`config.mk`:
```
export PLATFORM = sky130hd
export DESIGN_NAME = agen_top
export DESIGN_NICKNAME = d
export VERILOG_FILES = /design/src/agen_pkg.sv /design/src/agen_branch_calc.sv /design/src/agen_opnd_calc.sv /design/src/agen_top.sv
export SDC_FILE = /design/constraint.sdc
export NUM_CORES = 1
export LEC_CHECK = 0
export BUFFER_PORTS_ARGS = -buffer_cell sky130_fd_sc_hd__buf_2
export CORE_ASPECT_RATIO = 1.5
export CORE_UTILIZATION = 45
export CTS_CLUSTER_DIAMETER = 30
export DETAILED_ROUTE_END_ITERATION = 10
export GPL_TIMING_DRIVEN = 0
export PLACE_DENSITY = 0.76
export SYNTH_ARGS = -nofsm -noshare
export SYNTH_HDL_FRONTEND = slang
export SYNTH_HIERARCHICAL = 1
export SYNTH_SLANG_ARGS = --single-unit
```
`constraint.sdc`:
```
create_clock -name ref_clk_i -period 1.9 [get_ports ref_clk_i]
set_input_delay 0.19 -clock ref_clk_i [delete_from_list [all_inputs] [get_ports ref_clk_i]]
set_output_delay 0.19 -clock ref_clk_i [all_outputs]
set_load 0.02 [all_outputs]
```
`src/agen_pkg.sv`:
```
// Shared constants, types and helpers for the CPU address generator
package agen_pkg;

    localparam int ADDR_W = 16;
    localparam int DATA_W = 8;
    localparam int LEN_W = 3;
    localparam int REG_IDX_W = 5;
    localparam int PAIR_IDX_W = 3;
    localparam int FAR_W = 11;
    localparam int TBL_IDX_W = 5;

    // Branch target constants
    localparam int DISP_SIGN = 7;
    localparam int TBL_FIELD_LSB = 1;
    localparam int TBL_FIELD_MSB = 5;
    localparam logic [4:0] FAR_CALL_PAGE = 5'h01;
    localparam logic [ADDR_W-1:0] CALL_TABLE_BASE = 16'h0040;

    // Operand window constants
    localparam logic [6:0] SADDR_TOP = 7'h7F;
    localparam logic [DATA_W-1:0] SADDR_WRAP = 8'h20;
    localparam logic [ADDR_W-1:0] HSRAM_LO = 16'hFE20;
    localparam logic [ADDR_W-1:0] HSRAM_HI = 16'hFEFF;
    localparam logic [ADDR_W-1:0] SFR_SHORT_LO = 16'hFF00;
    localparam logic [ADDR_W-1:0] SFR_SHORT_HI = 16'hFF1F;
    localparam logic [ADDR_W-1:0] SFR_GAP_LO = 16'hFFD0;
    localparam logic [ADDR_W-1:0] SFR_GAP_HI = 16'hFFDF;
    localparam logic [DATA_W-1:0] SFR_PAGE = 8'hFF;

    // Register codes: X, A, C, B, E, D, L, H are 0..7; AX, BC, DE, HL are 0..3
    localparam logic [2:0] REG_X = 3'h0;
    localparam logic [2:0] REG_A = 3'h1;
    localparam logic [1:0] PAIR_AX = 2'h0;
    localparam logic [ADDR_W-1:0] ADDR_ZERO = 16'h0000;

    typedef enum logic [2:0] {br_seq, br_rel, br_abs, br_far, br_table, br_acc_pair} agen_br_kind_t;
    typedef enum logic [2:0] {om_none, om_reg8, om_reg16, om_direct, om_saddr, om_saddr16, om_sfr, om_sfr16}
        agen_opnd_mode_t;
    typedef enum logic [2:0] {im_none, im_unsigned_multiply_op, im_unsigned_word_divide_op, im_adjust, im_rotate} agen_impl_t;

    function automatic logic [ADDR_W-1:0] agen_sext(input logic [DATA_W-1:0] d);
        agen_sext = {{(ADDR_W-DATA_W){d[DISP_SIGN]}}, d};
    endfunction

    function automatic logic [REG_IDX_W-1:0] agen_reg_index(input logic [1:0] bank, input logic [2:0] code);
        agen_reg_index = {bank, code};
    endfunction

    function automatic logic [PAIR_IDX_W:0] agen_pair_index(input logic [1:0] bank, input logic [1:0] code);
        agen_pair_index = {bank, code};
    endfunction

endpackage

```
`src/agen_branch_calc.sv`:
```
// Combinational branch target former
`timescale 1ns/100ps
module agen_branch_calc (
    input wire agen_pkg::agen_br_kind_t kind_i,
    input wire logic [agen_pkg::ADDR_W-1:0] pc_i,
    input wire logic [agen_pkg::LEN_W-1:0] len_i,
    input wire logic [agen_pkg::DATA_W-1:0] branch_displacement_i,
    input wire logic [agen_pkg::ADDR_W-1:0] absolute_target_field_i,
    input wire logic [agen_pkg::FAR_W-1:0] far_call_target_field_i,
    input wire logic [agen_pkg::ADDR_W-1:0] accumulator_pair_i,
    output logic [agen_pkg::ADDR_W-1:0] target_o
);
    import agen_pkg::*;

    logic [ADDR_W-1:0] next_seq;

    // Start of the following instruction; 16-bit sums wrap by truncation
    assign next_seq = pc_i + {{(ADDR_W-LEN_W){1'b0}}, len_i};

    always_comb begin
        case (kind_i)
            br_rel: target_o = next_seq + agen_sext(branch_displacement_i);
            br_abs: target_o = absolute_target_field_i;
            br_far: target_o = {FAR_CALL_PAGE, far_call_target_field_i};
            br_acc_pair: target_o = accumulator_pair_i;
            default: target_o = next_seq;
        endcase
    end

endmodule

```
`src/agen_opnd_calc.sv`:
```
// Combinational operand address former
`timescale 1ns/100ps
module agen_opnd_calc (
    input wire agen_pkg::agen_opnd_mode_t mode_i,
    input wire logic [agen_pkg::ADDR_W-1:0] field_i,
    output logic [agen_pkg::ADDR_W-1:0] addr_o,
    output logic hsram_o,
    output logic sfr_o,
    output logic err_o
);
    import agen_pkg::*;

    logic [DATA_W-1:0] low;

    assign low = field_i[DATA_W-1:0];

    always_comb begin
        addr_o = ADDR_ZERO;
        err_o = 1'b0;
        if (mode_i == om_direct) begin
            addr_o = field_i;
        end else if (mode_i == om_saddr || mode_i == om_saddr16) begin
            addr_o = {SADDR_TOP, (low < SADDR_WRAP), low};
            err_o = (mode_i == om_saddr16) && low[0];
        end else if (mode_i == om_sfr || mode_i == om_sfr16) begin
            addr_o = {SFR_PAGE, low};
            err_o = (addr_o >= SFR_GAP_LO && addr_o <= SFR_GAP_HI)
                || ((mode_i == om_sfr16) && low[0]);
        end
    end

    // Area select within the short window and the special register page
    assign hsram_o = (addr_o >= HSRAM_LO) && (addr_o <= HSRAM_HI)
        && (mode_i == om_direct || mode_i == om_saddr || mode_i == om_saddr16);
    assign sfr_o = (addr_o >= SFR_SHORT_LO) && (mode_i != om_none) && (mode_i != om_reg8)
        && (mode_i != om_reg16);

endmodule

```
`src/agen_top.sv`:
```
// CPU address generator: program counter branch targets and operand addresses
`timescale 1ns/100ps
module agen_top (
    input wire logic ref_clk_i,
    input wire logic rst_n_i,
    // Program counter load from the reset and vector logic
    input wire logic pc_load_i,
    input wire logic [agen_pkg::ADDR_W-1:0] pc_load_value_i,
    // Branch request from the decoder
    input wire logic br_valid_i,
    input wire agen_pkg::agen_br_kind_t br_kind_i,
    input wire logic [agen_pkg::LEN_W-1:0] instr_len_i,
    input wire logic [agen_pkg::DATA_W-1:0] opcode_i,
    input wire logic [agen_pkg::DATA_W-1:0] branch_displacement_i,
    input wire logic [agen_pkg::ADDR_W-1:0] absolute_target_field_i,
    input wire logic [agen_pkg::FAR_W-1:0] far_call_target_field_i,
    input wire logic [agen_pkg::ADDR_W-1:0] accumulator_pair_i,
    output logic br_busy_o,
    output logic pc_update_o,
    output logic [agen_pkg::ADDR_W-1:0] program_counter_o,
    // Call table read port
    output logic tbl_rd_o,
    output logic [agen_pkg::ADDR_W-1:0] tbl_addr_o,
    input wire logic [agen_pkg::DATA_W-1:0] tbl_rdata_i,
    input wire logic tbl_rvalid_i,
    // Operand request from the decoder
    input wire logic opnd_valid_i,
    input wire agen_pkg::agen_opnd_mode_t opnd_mode_i,
    input wire logic [agen_pkg::ADDR_W-1:0] opnd_field_i,
    input wire logic [2:0] opnd_reg_code_i,
    input wire logic [1:0] register_pair_operand_i,
    input wire logic bank_select_flag_low_i,
    input wire logic bank_select_flag_high_i,
    input wire agen_pkg::agen_impl_t implied_op_i,
    output logic opnd_done_o,
    output logic [agen_pkg::ADDR_W-1:0] opnd_addr_o,
    output logic opnd_is_reg_o,
    output logic opnd_wide_o,
    output logic [agen_pkg::REG_IDX_W-1:0] opnd_reg_index_o,
    output logic [agen_pkg::PAIR_IDX_W:0] opnd_pair_index_o,
    output logic opnd_hsram_o,
    output logic opnd_sfr_o,
    output logic opnd_err_o,
    // Implied operand selection
    output logic impl_valid_o,
    output logic [agen_pkg::REG_IDX_W-1:0] impl_src_index_o,
    output logic [agen_pkg::REG_IDX_W-1:0] impl_aux_index_o,
    output logic impl_aux_used_o,
    output logic [agen_pkg::PAIR_IDX_W:0] impl_dst_pair_o,
    output logic impl_dst_wide_o
);
    import agen_pkg::*;

    typedef enum logic [1:0] {st_idle, st_tbl_lo, st_tbl_hi} agen_state_t;

    logic rst_sync1;
    logic rst_sync2;
    logic rst_n;
    agen_state_t state;
    logic [DATA_W-1:0] tbl_low;
    logic [ADDR_W-1:0] br_target;
    logic [ADDR_W-1:0] opnd_addr_calc;
    logic opnd_hsram_calc;
    logic opnd_sfr_calc;
    logic opnd_err_calc;
    logic [1:0] bank;
    logic br_take;

    ////////////////////////////////////////////////////////////////////////////
    // Reset release

    // Asserted at once, released two edges later to avoid metastable release
    always_ff @(posedge ref_clk_i or negedge rst_n_i) begin
        if (!rst_n_i) begin
            rst_sync1 <= 1'b0;
            rst_sync2 <= 1'b0;
        end else begin
            rst_sync1 <= 1'b1;
            rst_sync2 <= rst_sync1;
        end
    end

    assign rst_n = rst_sync2;
    assign bank = {bank_select_flag_high_i, bank_select_flag_low_i};
    assign br_take = br_valid_i && (state == st_idle) && !pc_load_i;

    ////////////////////////////////////////////////////////////////////////////
    // Target formers

    agen_branch_calc u_branch (
        .kind_i(br_kind_i),
        .pc_i(program_counter_o),
        .len_i(instr_len_i),
        .branch_displacement_i(branch_displacement_i),
        .absolute_target_field_i(absolute_target_field_i),
        .far_call_target_field_i(far_call_target_field_i),
        .accumulator_pair_i(accumulator_pair_i),
        .target_o(br_target)
    );

    agen_opnd_calc u_opnd (
        .mode_i(opnd_mode_i),
        .field_i(opnd_field_i),
        .addr_o(opnd_addr_calc),
        .hsram_o(opnd_hsram_calc),
        .sfr_o(opnd_sfr_calc),
        .err_o(opnd_err_calc)
    );

    ////////////////////////////////////////////////////////////////////////////
    // Table-indirect sequencer

    always_ff @(posedge ref_clk_i or negedge rst_n) begin
        if (!rst_n) begin
            state <= st_idle;
        end else begin
            case (state)
                st_idle: begin
                    if (br_take && br_kind_i == br_table) begin
                        state <= st_tbl_lo;
                    end
                end
                st_tbl_lo: begin
                    if (tbl_rvalid_i) begin
                        state <= st_tbl_hi;
                    end
                end
                st_tbl_hi: begin
                    if (tbl_rvalid_i) begin
                        state <= st_idle;
                    end
                end
                default: begin
                    state <= st_idle;
                end
            endcase
        end
    end

    // Entries are little-endian words at 40H + 2 * index, so 40H..7FH
    always_ff @(posedge ref_clk_i or negedge rst_n) begin
        if (!rst_n) begin
            tbl_rd_o <= 1'b0;
            tbl_addr_o <= ADDR_ZERO;
        end else if (state == st_idle && br_take && br_kind_i == br_table) begin
            tbl_rd_o <= 1'b1;
            tbl_addr_o <= CALL_TABLE_BASE
                + {{(ADDR_W-TBL_IDX_W-1){1'b0}}, opcode_i[TBL_FIELD_MSB:TBL_FIELD_LSB], 1'b0};
        end else if (state == st_tbl_lo && tbl_rvalid_i) begin
            tbl_addr_o <= tbl_addr_o | {{(ADDR_W-1){1'b0}}, 1'b1};
        end else if (state == st_tbl_hi && tbl_rvalid_i) begin
            tbl_rd_o <= 1'b0;
        end
    end

    always_ff @(posedge ref_clk_i or negedge rst_n) begin
        if (!rst_n) begin
            tbl_low <= '0;
        end else if (state == st_tbl_lo && tbl_rvalid_i) begin
            tbl_low <= tbl_rdata_i;
        end
    end

    // Busy covers the table fetch so the decoder holds the next branch
    always_ff @(posedge ref_clk_i or negedge rst_n) begin
        if (!rst_n) begin
            br_busy_o <= 1'b0;
        end else if (br_take && br_kind_i == br_table) begin
            br_busy_o <= 1'b1;
        end else if (state == st_tbl_hi && tbl_rvalid_i) begin
            br_busy_o <= 1'b0;
        end
    end

    ////////////////////////////////////////////////////////////////////////////
    // Program counter

    // External load wins over any branch in the same cycle
    always_ff @(posedge ref_clk_i or negedge rst_n) begin
        if (!rst_n) begin
            program_counter_o <= ADDR_ZERO;
            pc_update_o <= 1'b0;
        end else begin
            pc_update_o <= 1'b0;
            if (pc_load_i) begin
                program_counter_o <= pc_load_value_i;
                pc_update_o <= 1'b1;
            end else if (state == st_tbl_hi && tbl_rvalid_i) begin
                program_counter_o <= {tbl_rdata_i, tbl_low};
                pc_update_o <= 1'b1;
            end else if (br_take && br_kind_i != br_table) begin
                program_counter_o <= br_target;
                pc_update_o <= 1'b1;
            end
        end
    end

    ////////////////////////////////////////////////////////////////////////////
    // Operand addressing

    always_ff @(posedge ref_clk_i or negedge rst_n) begin
        if (!rst_n) begin
            opnd_done_o <= 1'b0;
            opnd_addr_o <= ADDR_ZERO;
            opnd_hsram_o <= 1'b0;
            opnd_sfr_o <= 1'b0;
            opnd_err_o <= 1'b0;
        end else begin
            opnd_done_o <= opnd_valid_i;
            if (opnd_valid_i) begin
                opnd_addr_o <= opnd_addr_calc;
                opnd_hsram_o <= opnd_hsram_calc;
                opnd_sfr_o <= opnd_sfr_calc;
                opnd_err_o <= opnd_err_calc;
            end
        end
    end

    // Register operands: index is bank flags over the register code
    always_ff @(posedge ref_clk_i or negedge rst_n) begin
        if (!rst_n) begin
            opnd_is_reg_o <= 1'b0;
            opnd_wide_o <= 1'b0;
            opnd_reg_index_o <= '0;
            opnd_pair_index_o <= '0;
        end else if (opnd_valid_i) begin
            opnd_is_reg_o <= (opnd_mode_i == om_reg8) || (opnd_mode_i == om_reg16);
            // Word special registers are one 16-bit access, not two bytes
            opnd_wide_o <= (opnd_mode_i == om_reg16) || (opnd_mode_i == om_sfr16)
                || (opnd_mode_i == om_saddr16);
            opnd_reg_index_o <= agen_reg_index(bank, opnd_reg_code_i);
            opnd_pair_index_o <= agen_pair_index(bank, register_pair_operand_i);
        end
    end

    ////////////////////////////////////////////////////////////////////////////
    // Implied operands

    always_ff @(posedge ref_clk_i or negedge rst_n) begin
        if (!rst_n) begin
            impl_valid_o <= 1'b0;
            impl_src_index_o <= '0;
            impl_aux_index_o <= '0;
            impl_aux_used_o <= 1'b0;
            impl_dst_pair_o <= '0;
            impl_dst_wide_o <= 1'b0;
        end else begin
            impl_valid_o <= opnd_valid_i && (implied_op_i != im_none);
            if (opnd_valid_i) begin
                impl_src_index_o <= agen_reg_index(bank, REG_A);
                impl_aux_index_o <= agen_reg_index(bank, REG_X);
                impl_aux_used_o <= 1'b0;
                impl_dst_pair_o <= agen_pair_index(bank, PAIR_AX);
                impl_dst_wide_o <= 1'b0;
                case (implied_op_i)
                    im_unsigned_multiply_op: begin
                        impl_aux_used_o <= 1'b1;
                        impl_dst_wide_o <= 1'b1;
                    end
                    im_unsigned_word_divide_op: begin
                        // Dividend in and quotient out both through the pair
                        impl_dst_wide_o <= 1'b1;
                    end
                    im_adjust, im_rotate: begin
                        impl_dst_wide_o <= 1'b0;
                    end
                    default: begin
                        impl_dst_wide_o <= 1'b0;
                    end
                endcase
            end
        end
    end

endmodule

```
==> results of run 1 <==
worst max-delay path, cell delays in order (launching register included):
cell and delay [ps]:
dfrtp_2 420, ha_4 170, fa_2 370, a21oi_4 200
buf_6 120, nor3b_2 40, xor2_1 220, ha_2 350
a21o_1 180, a211o_1 280, and3_4 230, nor4_2 220
nor4_2 90, a21oi_1 150, nand2_1 70, and3_1 200
o31ai_1 180
power by group:
group          internal [mW]  switching (mW)  total [mW]
logic                   1.14            1.36        2.51
registers               1.75           0.206        1.95
clock network           1.15           0.639        1.79
layout by cell type (no fill, tap or decap), types with 7 or more instances in the layout:
cell	count
a21o_1	10
a21oi_1	27
a21oi_2	7
and3_1	17
and3_4	7
buf_2	189
buf_4	40
clkbuf_1	22
clkbuf_16	9
conb_1	17
dfrtp_1	67
ha_4	11
inv_1	11
mux2_2	36
nand2_1	77
nor2_1	49
nor2b_2	8
o21ai_0	28
o21ai_1	10
o31ai_1	12
xnor2_1	11
flip-flops by register name, summed over array words and instances (netlist names):
register / flops
state: 2
tbl_addr_o: 7
opnd_hsram_o: 1
opnd_is_reg_o: 1
opnd_done_o: 1
impl_dst_wide_o: 1
opnd_wide_o: 1
impl_valid_o: 1
rst_n: 1
tbl_rd_o: 1
opnd_pair_index_o: 2
opnd_reg_index_o: 5
pc_update_o: 1
br_busy_o: 1
rst_sync1: 1
tbl_low: 8
opnd_err_o: 1
opnd_sfr_o: 1
program_counter_o: 16
impl_aux_used_o: 1
opnd_addr_o: 16
impl_src_index_o: 1
logic make-up (layout without fill, tap and decap cells):
| family | Yosys count | count (layout) |
|---|---|---|
| compound gates | 146 | 146 |
| simple gates | 213 | 213 |
| flops | 71 | 71 |
| mux | 44 | 44 |
| xor+xnor | 24 | 24 |
| fa+ha+maj | 21 | 21 |
| other cells | 2 | 17 |
| buf+inv | 65 | 286 |
through the flow:
stage               power (mW)  TNS [ps]  hold slack [ps]
floorplan                 3.41    -16790             -106
global placement          4.04    -20450            -23.2
detailed placement        4.10    -21230            -21.3
CTS                       6.18    -20410             62.1
global route              6.56    -23230             83.0
finish                    6.25    -20590             67.4
timing repair:
action	in CTS	in global routing
endpoints found under the setup margin	16	23
hold buffers	2	0
gates cloned	0	0
buffers inserted	15	2
gates resized for setup	49	15
hold endpoints to repair	3	0
pin swaps	33	10
worst min-delay path by stage:
stage                                                   end
after floorplan                             rst_n$_DFF_PN0_
after global placement                  rst_sync1$_DFF_PN0_
after detailed placement                rst_sync1$_DFF_PN0_
after CTS                 program_counter_o[15]$_DFFE_PN0P_
after global routing      program_counter_o[15]$_DFFE_PN0P_
final                     program_counter_o[15]$_DFFE_PN0P_
cell type report:
cell class,count,area [um2]
Tap cell,147,184
Inverter,12,45.0
Clock inverter,6,86.3
Timing Repair Buffer,205,1090
Fill cell,940,3840
Buffer,53,313
Sequential cell,71,1780
Multi-Input combinational cell,465,3550
Clock buffer,10,229
routing by layer:
layer	GRT usage [%]	part of all wire, %	vias to the layer above
met4	16.3	4.7	0
met1	29.8	36	2526
met2	53.4	51	257
met3	7.68	8.3	57
li1	-	-	2487
met5	0	0	-
==> run_results.csv, run 1 <==
group,metric,value,unit
hold_path,min_from,"pc_load_value_i[15]",
timing,crit_share_post_route,188,%
floorplan,initial_core_utilization,46.4,%
grt,grt_max_degree,70,
logic_synthesis,yosys-top-cells-count,"nand2_1, dfrtp_1, nor2_1",
logic_synthesis,yosysSeqAreaShare,34.5,%
cts,worstSkewPairLatency,330,ps
logic_synthesis,synth_top_cell_by_area,"dfrtp_1",
timing,clock.fmax,279,MHz
floorplan,top_level_ports,207,
logic_synthesis,yosys_register_bits,71,
logic_synthesis,edff_count_synth,0,
logic_synthesis,post_synth_and_or_nand_nor_area_fraction,20.8,%
logic_synthesis,synth.yosys.warnings,6,
logic_synthesis,yosys_most_used_dff,"dfrtp_1",
layout,final_layout_size_suffix_gt1_share,46.5,%
outcome,failed_checks,"setup timing",
worst_setup_path,rr_endpoint,"program_counter_o[15]$_DFFE_PN0P_",
layout,antennaDiodeCount,0,
power_and_ir_drop,cellLeakagePower,3.54,nW
timing,period_minus_slack,3580,ps
route,detail_route.vias_per_cell,5.50,
route,detail_route.wl_per_cell,17.9,um
grt,grt_remaining_overflow,0,
route,route.final.wire_length,17400,um
worst_setup_path,regToRegSetupSlack,-1680,ps
grt,grt_pass1_vias,5434,
worst_setup_path,cp_data_arrival_time,3810,ps
place,dp_cells,934,
worst_setup_path,cp-start-kind,"register",
floorplan,die_height,133,um
route,drcViolationCount,0,
cts,tritoncts,"yes",
route,ant_nets,0,
worst_setup_path,path_class,"register to register",
place,portBuffers,186,
route,dr.pass1.iters,5,
logic_synthesis,synth.mux.area_fraction,10.0,%
hold_path,min-delay-path-class,"primary input to register",
worst_setup_path,critical_path_destination,"program_counter_o[15]$_DFFE_PN0P_",
timing,layout_setup_ws,-1680,ps
logic_synthesis,synthMostInstantiatedCell,"nand2_1",
cts,cts.clk_slew.worst_paths,60,ps
logic_synthesis,synth-compound-area-share,18.2,%
power_and_ir_drop,powerDensity,859,mW/mm2
logic_synthesis,synth_fa_ha_area_share,5.39,%
timing,rsz0062_at_grt,"true",
timing,timing_hold_violations_final,0,
floorplan,placeable_core_region,0.0111,mm2
place,place.gp.congestion,0.875,
timing,worstMarginPinSlew,923,ps
logic_synthesis,avgSynthCellArea,8.80,um2
layout,finalNonFillerCells,969,
floorplan,fp.dieArea,0.0119,mm2
logic_synthesis,synth-async-reset-ratio,100,%
grt,antenna_violations_before_repair,0,
power_and_ir_drop,worst_ir_drop_on_vdd,0.592,mV
layout,finish.utilization,65.4,%
logic_synthesis,ys_types,68,
cts,clk_root_buffer_cell,"clkbuf_16",
logic_synthesis,synth_xor_area_share,4.08,%
hold_path,min_delay_path_depth,3,
timing,finalMaxSlewViolations,0,
place,detailedPlace.worstSlack,-1970,ps
place,final_hpwl_dp,13300,um
logic_synthesis,netlist_area,0.00516,mm2
worst_setup_path,cp_max_fo,5,
worst_setup_path,timing.critical_path.required,2140,ps
run,maxCapViolCount,0,
timing,setup_viol,16,
cts,cts.sinks,71,
layout,area_delta_synth_final,41.1,%
grt,global_route_wire_length_before_repair,26500,um
worst_setup_path,r2r.worst_path.cells,16,
cts,tritoncts.num_buffers,9,
logic_synthesis,synth_top_cell_area_share,34.5,%
timing,final.setup_skew,4.63,ps
outcome,run_status,"finished, violations left",
layout,finish.instance_area,0.00727,mm2
cts,cts_htree_levels,3,
logic_synthesis,ys_top_cells_by_area,"dfrtp_1, mux2_2, nand2_1",
place,post_dp_cell_area,0.00645,mm2
cts,clock_path_buffers,2,
floorplan,core.rowCount,47,
layout,final_nets,962,
grt,globalRouteTotalUtil,29.5,%
worst_setup_path,regToRegStartpoint,"program_counter_o[0]$_DFFE_PN0P_",
route,drtIter0Drc,295,
worst_setup_path,critical_path.endpoint_type,"register",
worst_setup_path,worstSetupStartpoint,"program_counter_o[0]$_DFFE_PN0P_",
route,vias,5327,
timing,slew-limit-headroom,38.5,%
floorplan,fp.dieW,89.4,um
logic_synthesis,main_combinational_cell_family_by_area_after_synthesis,"simple AND/OR/NAND/NOR gates",
logic_synthesis,postSynthCellCount,586,
(Power assumes the default switching activity.)
==> run 2: changes to the inputs <==
CELL_PAD_IN_SITES_DETAIL_PLACEMENT = 0   (was unset)
CELL_PAD_IN_SITES_GLOBAL_PLACEMENT = 2   (was unset)
CORE_UTILIZATION = 25   (was 45)
PLACE_DENSITY = 0.75   (was 0.76)
==> run_results.csv, run 2 (same netlist as run 1, synthesis figures left out) <==
group,metric,value,unit
outcome,run_status,"finished, violations left",
outcome,failed_checks,"setup timing",
timing,final.setup_skew,3.19,ps
worst_setup_path,regToRegStartpoint,"program_counter_o[0]$_DFFE_PN0P_",
floorplan,top_level_ports,207,
cts,tritoncts.num_buffers,9,
cts,worstSkewPairLatency,330,ps
timing,slew-limit-headroom,47.9,%
route,drtIter0Drc,185,
floorplan,fp.dieArea,0.0212,mm2
cts,cts.sinks,71,
floorplan,placeable_core_region,0.0203,mm2
grt,grt_pass1_vias,5223,
timing,worstMarginPinSlew,781,ps
power_and_ir_drop,cellLeakagePower,3.67,nW
worst_setup_path,timing.critical_path.required,2140,ps
layout,finish.instance_area,0.00775,mm2
run,maxCapViolCount,0,
hold_path,min-delay-path-class,"primary input to register",
worst_setup_path,cpPeakStageDelay,440,ps
place,post_dp_cell_area,0.00662,mm2
grt,grt_max_degree,66,
layout,biggestRegsByFlops,"opnd_addr_o (16), program_counter_o (16), tbl_low (8)",
worst_setup_path,timing.critical_path.cells,"ha_4, fa_2, a21oi_4, nand2b_4, xnor2_4, ha_4, a21o_1, a211o_1, a31oi_4, nand3_2, mux2_4, a21oi_4, nand2_1, and3_4, o31ai_2",
worst_setup_path,critical_path.endpoint_type,"register",
route,dr.pass1.iters,4,
worst_setup_path,worstSetupStartpoint,"program_counter_o[0]$_DFFE_PN0P_",
grt,grt_remaining_overflow,0,
worst_setup_path,r2r.worst_path.cells,15,
worst_setup_path,worstPathBufferInverterCount,0,
layout,final_layout_size_suffix_gt1_share,50.2,%
timing,finalMaxSlewViolations,0,
place,final_hpwl_dp,14300,um
grt,globalRouteTotalUtil,17.0,%
worst_setup_path,crit_cells,15,
floorplan,initial_core_utilization,25.4,%
route,drcViolationCount,0,
layout,final_common_cell,"buf_2",
worst_setup_path,cp_slowest_cell,"dfrtp_2",
worst_setup_path,cp-start-kind,"register",
power_and_ir_drop,p_comb_share,41.7,%
floorplan,fp.dieW,119,um
power_and_ir_drop,cellInternalPower,4.24,mW
power_and_ir_drop,clockPowerShare,28.5,%
grt,antenna_violations_before_repair,2,
worst_setup_path,path_class,"register to register",
cts,cts.clk_slew.worst_paths,60,ps
timing,period_minus_slack,3640,ps
cts,clock_path_buffers,2,
timing,rsz0062_at_grt,"true",
place,portBuffers,186,
timing,final_total_negative_setup_slack,-21140,ps
route,ant_nets,0,
worst_setup_path,critical_path_destination,"program_counter_o[13]$_DFFE_PN0P_",
place,place.gp.congestion,0.797,
timing,clock.fmax,275,MHz
floorplan,die_height,178,um
worst_setup_path,cp_max_fo,4,
cts,cts_htree_levels,3,
power_and_ir_drop,power_switching_share,34.6,%
route,vias,5162,
worst_setup_path,rr_endpoint,"program_counter_o[13]$_DFFE_PN0P_",
timing,timing_hold_violations_final,0,
layout,area_delta_synth_final,50.3,%
power_and_ir_drop,powerDensity,837,mW/mm2
route,detail_route.wl_per_cell,16.4,um
worst_setup_path,cp_data_arrival_time,3870,ps
floorplan,core.rowCount,64,
grt,global_route_wire_length_before_repair,27800,um
power_and_ir_drop,total_power,6.49,mW
power_and_ir_drop,power.share.sequential,29.8,%
route,detail_route.vias_per_cell,4.67,
power_and_ir_drop,worst_ir_drop_on_vdd,0.394,mV
timing,hold_ws,65.8,ps
worst_setup_path,critical_path.top_delay_family,"compound AO/OA/AOI/OAI gates",
power_and_ir_drop,net-switching-power,2.24,mW
cts,tritoncts,"yes",
cts,clk_root_buffer_cell,"clkbuf_16",
layout,finish.utilization,38.1,%
worst_setup_path,regToRegSetupSlack,-1740,ps
timing,layout_setup_ws,-1740,ps
route,route.final.wire_length,18100,um
timing,setup_viol,16,
layout,final_nets,979,
timing,crit_share_post_route,191,%
layout,most_frequent_cells_in_the_layout,"buf_2, nand2_1, dfrtp_1, buf_4, nor2_1",
==> run 2: changes by cell type in the layout (fill, tap and decap cells not counted), sizes merged <==
cell | previous run | this run
clkinvlp | 1 | 2
diode | 0 | 2
clkinv | 3 | 1
buf | 234 | 250
clkbuf | 32 | 34
==> run 2: how the worst min path moves through the flow <==
stage / start / end / slack (ps) / depth (start not counted)
after global routing: pc_load_value_i[2] / program_counter_o[2]$_DFFE_PN0P_ / 60 / 3
final: pc_load_value_i[1] / program_counter_o[1]$_DFFE_PN0P_ / 70 / 3
after global placement: rst_n_i / rst_sync1$_DFF_PN0_ / -20 / 1
after detailed placement: rst_n_i / rst_sync1$_DFF_PN0_ / -20 / 1
after CTS: pc_load_value_i[1] / program_counter_o[1]$_DFFE_PN0P_ / 60 / 3
after floorplan: rst_n_i / rst_n$_DFF_PN0_ / -110 / 0
==> run 2: repair_timing <==
action | 4_1_cts | 5_1_grt
cloned | 0 | 0
resized for setup | 53 | 40
setup endpoints to repair | 16 | 36
hold endpoints to repair | 3 | 0
hold buffers | 2 | 0
setup buffers | 25 | 9
pin swaps | 43 | 33
==> run 2: area by class of cell <==
cell class	count	area (um2)
clock buffer	11	253
timing repair buffer	222	1240
buffer	53	314
fill	2133	12600
multi-input combinational	465	3700
antenna	2	5.00
tap	264	330
sequential	71	1780
clock inverter	5	80.1
inverter	12	45.0
==> run 2: through the flow <==
stage / instances / setup slack, ps
detailed placement: 1052 / -2140
floorplan: 601 / -1420
finish: 1105 / -1740
global route: 1105 / -1850
CTS: 1095 / -1730
global placement: 1051 / -2170
==> run 2: power groups by stage <==
stage               combinational, mW  clock (mW)  sequential (mW)
finish                           2.70        1.85             1.93
global route                     2.93        1.96             1.97
CTS                              2.49        1.90             1.93
detailed placement               2.18           0             1.95
global placement                 2.14           0             1.97
floorplan                        1.26           0             2.15
==> run 2: worst min-delay path: stages <==
cell	delay [ps]
buf_2	80
nand2_1	40
o31ai_1	50
==> run 2: layer usage <==
| layer | GRT usage (%) | routed length (um) | share of wire [%] | up-vias |
|---|---|---|---|---|
| met5 | 0 | 0 | 0 | - |
| met4 | 8.86 | 671 | 3.7 | 0 |
| met3 | 1.90 | 636 | 3.5 | 31 |
| met2 | 31.1 | 9530 | 53 | 138 |
| met1 | 19.1 | 7250 | 40 | 2461 |
| li1 | - | - | - | 2532 |
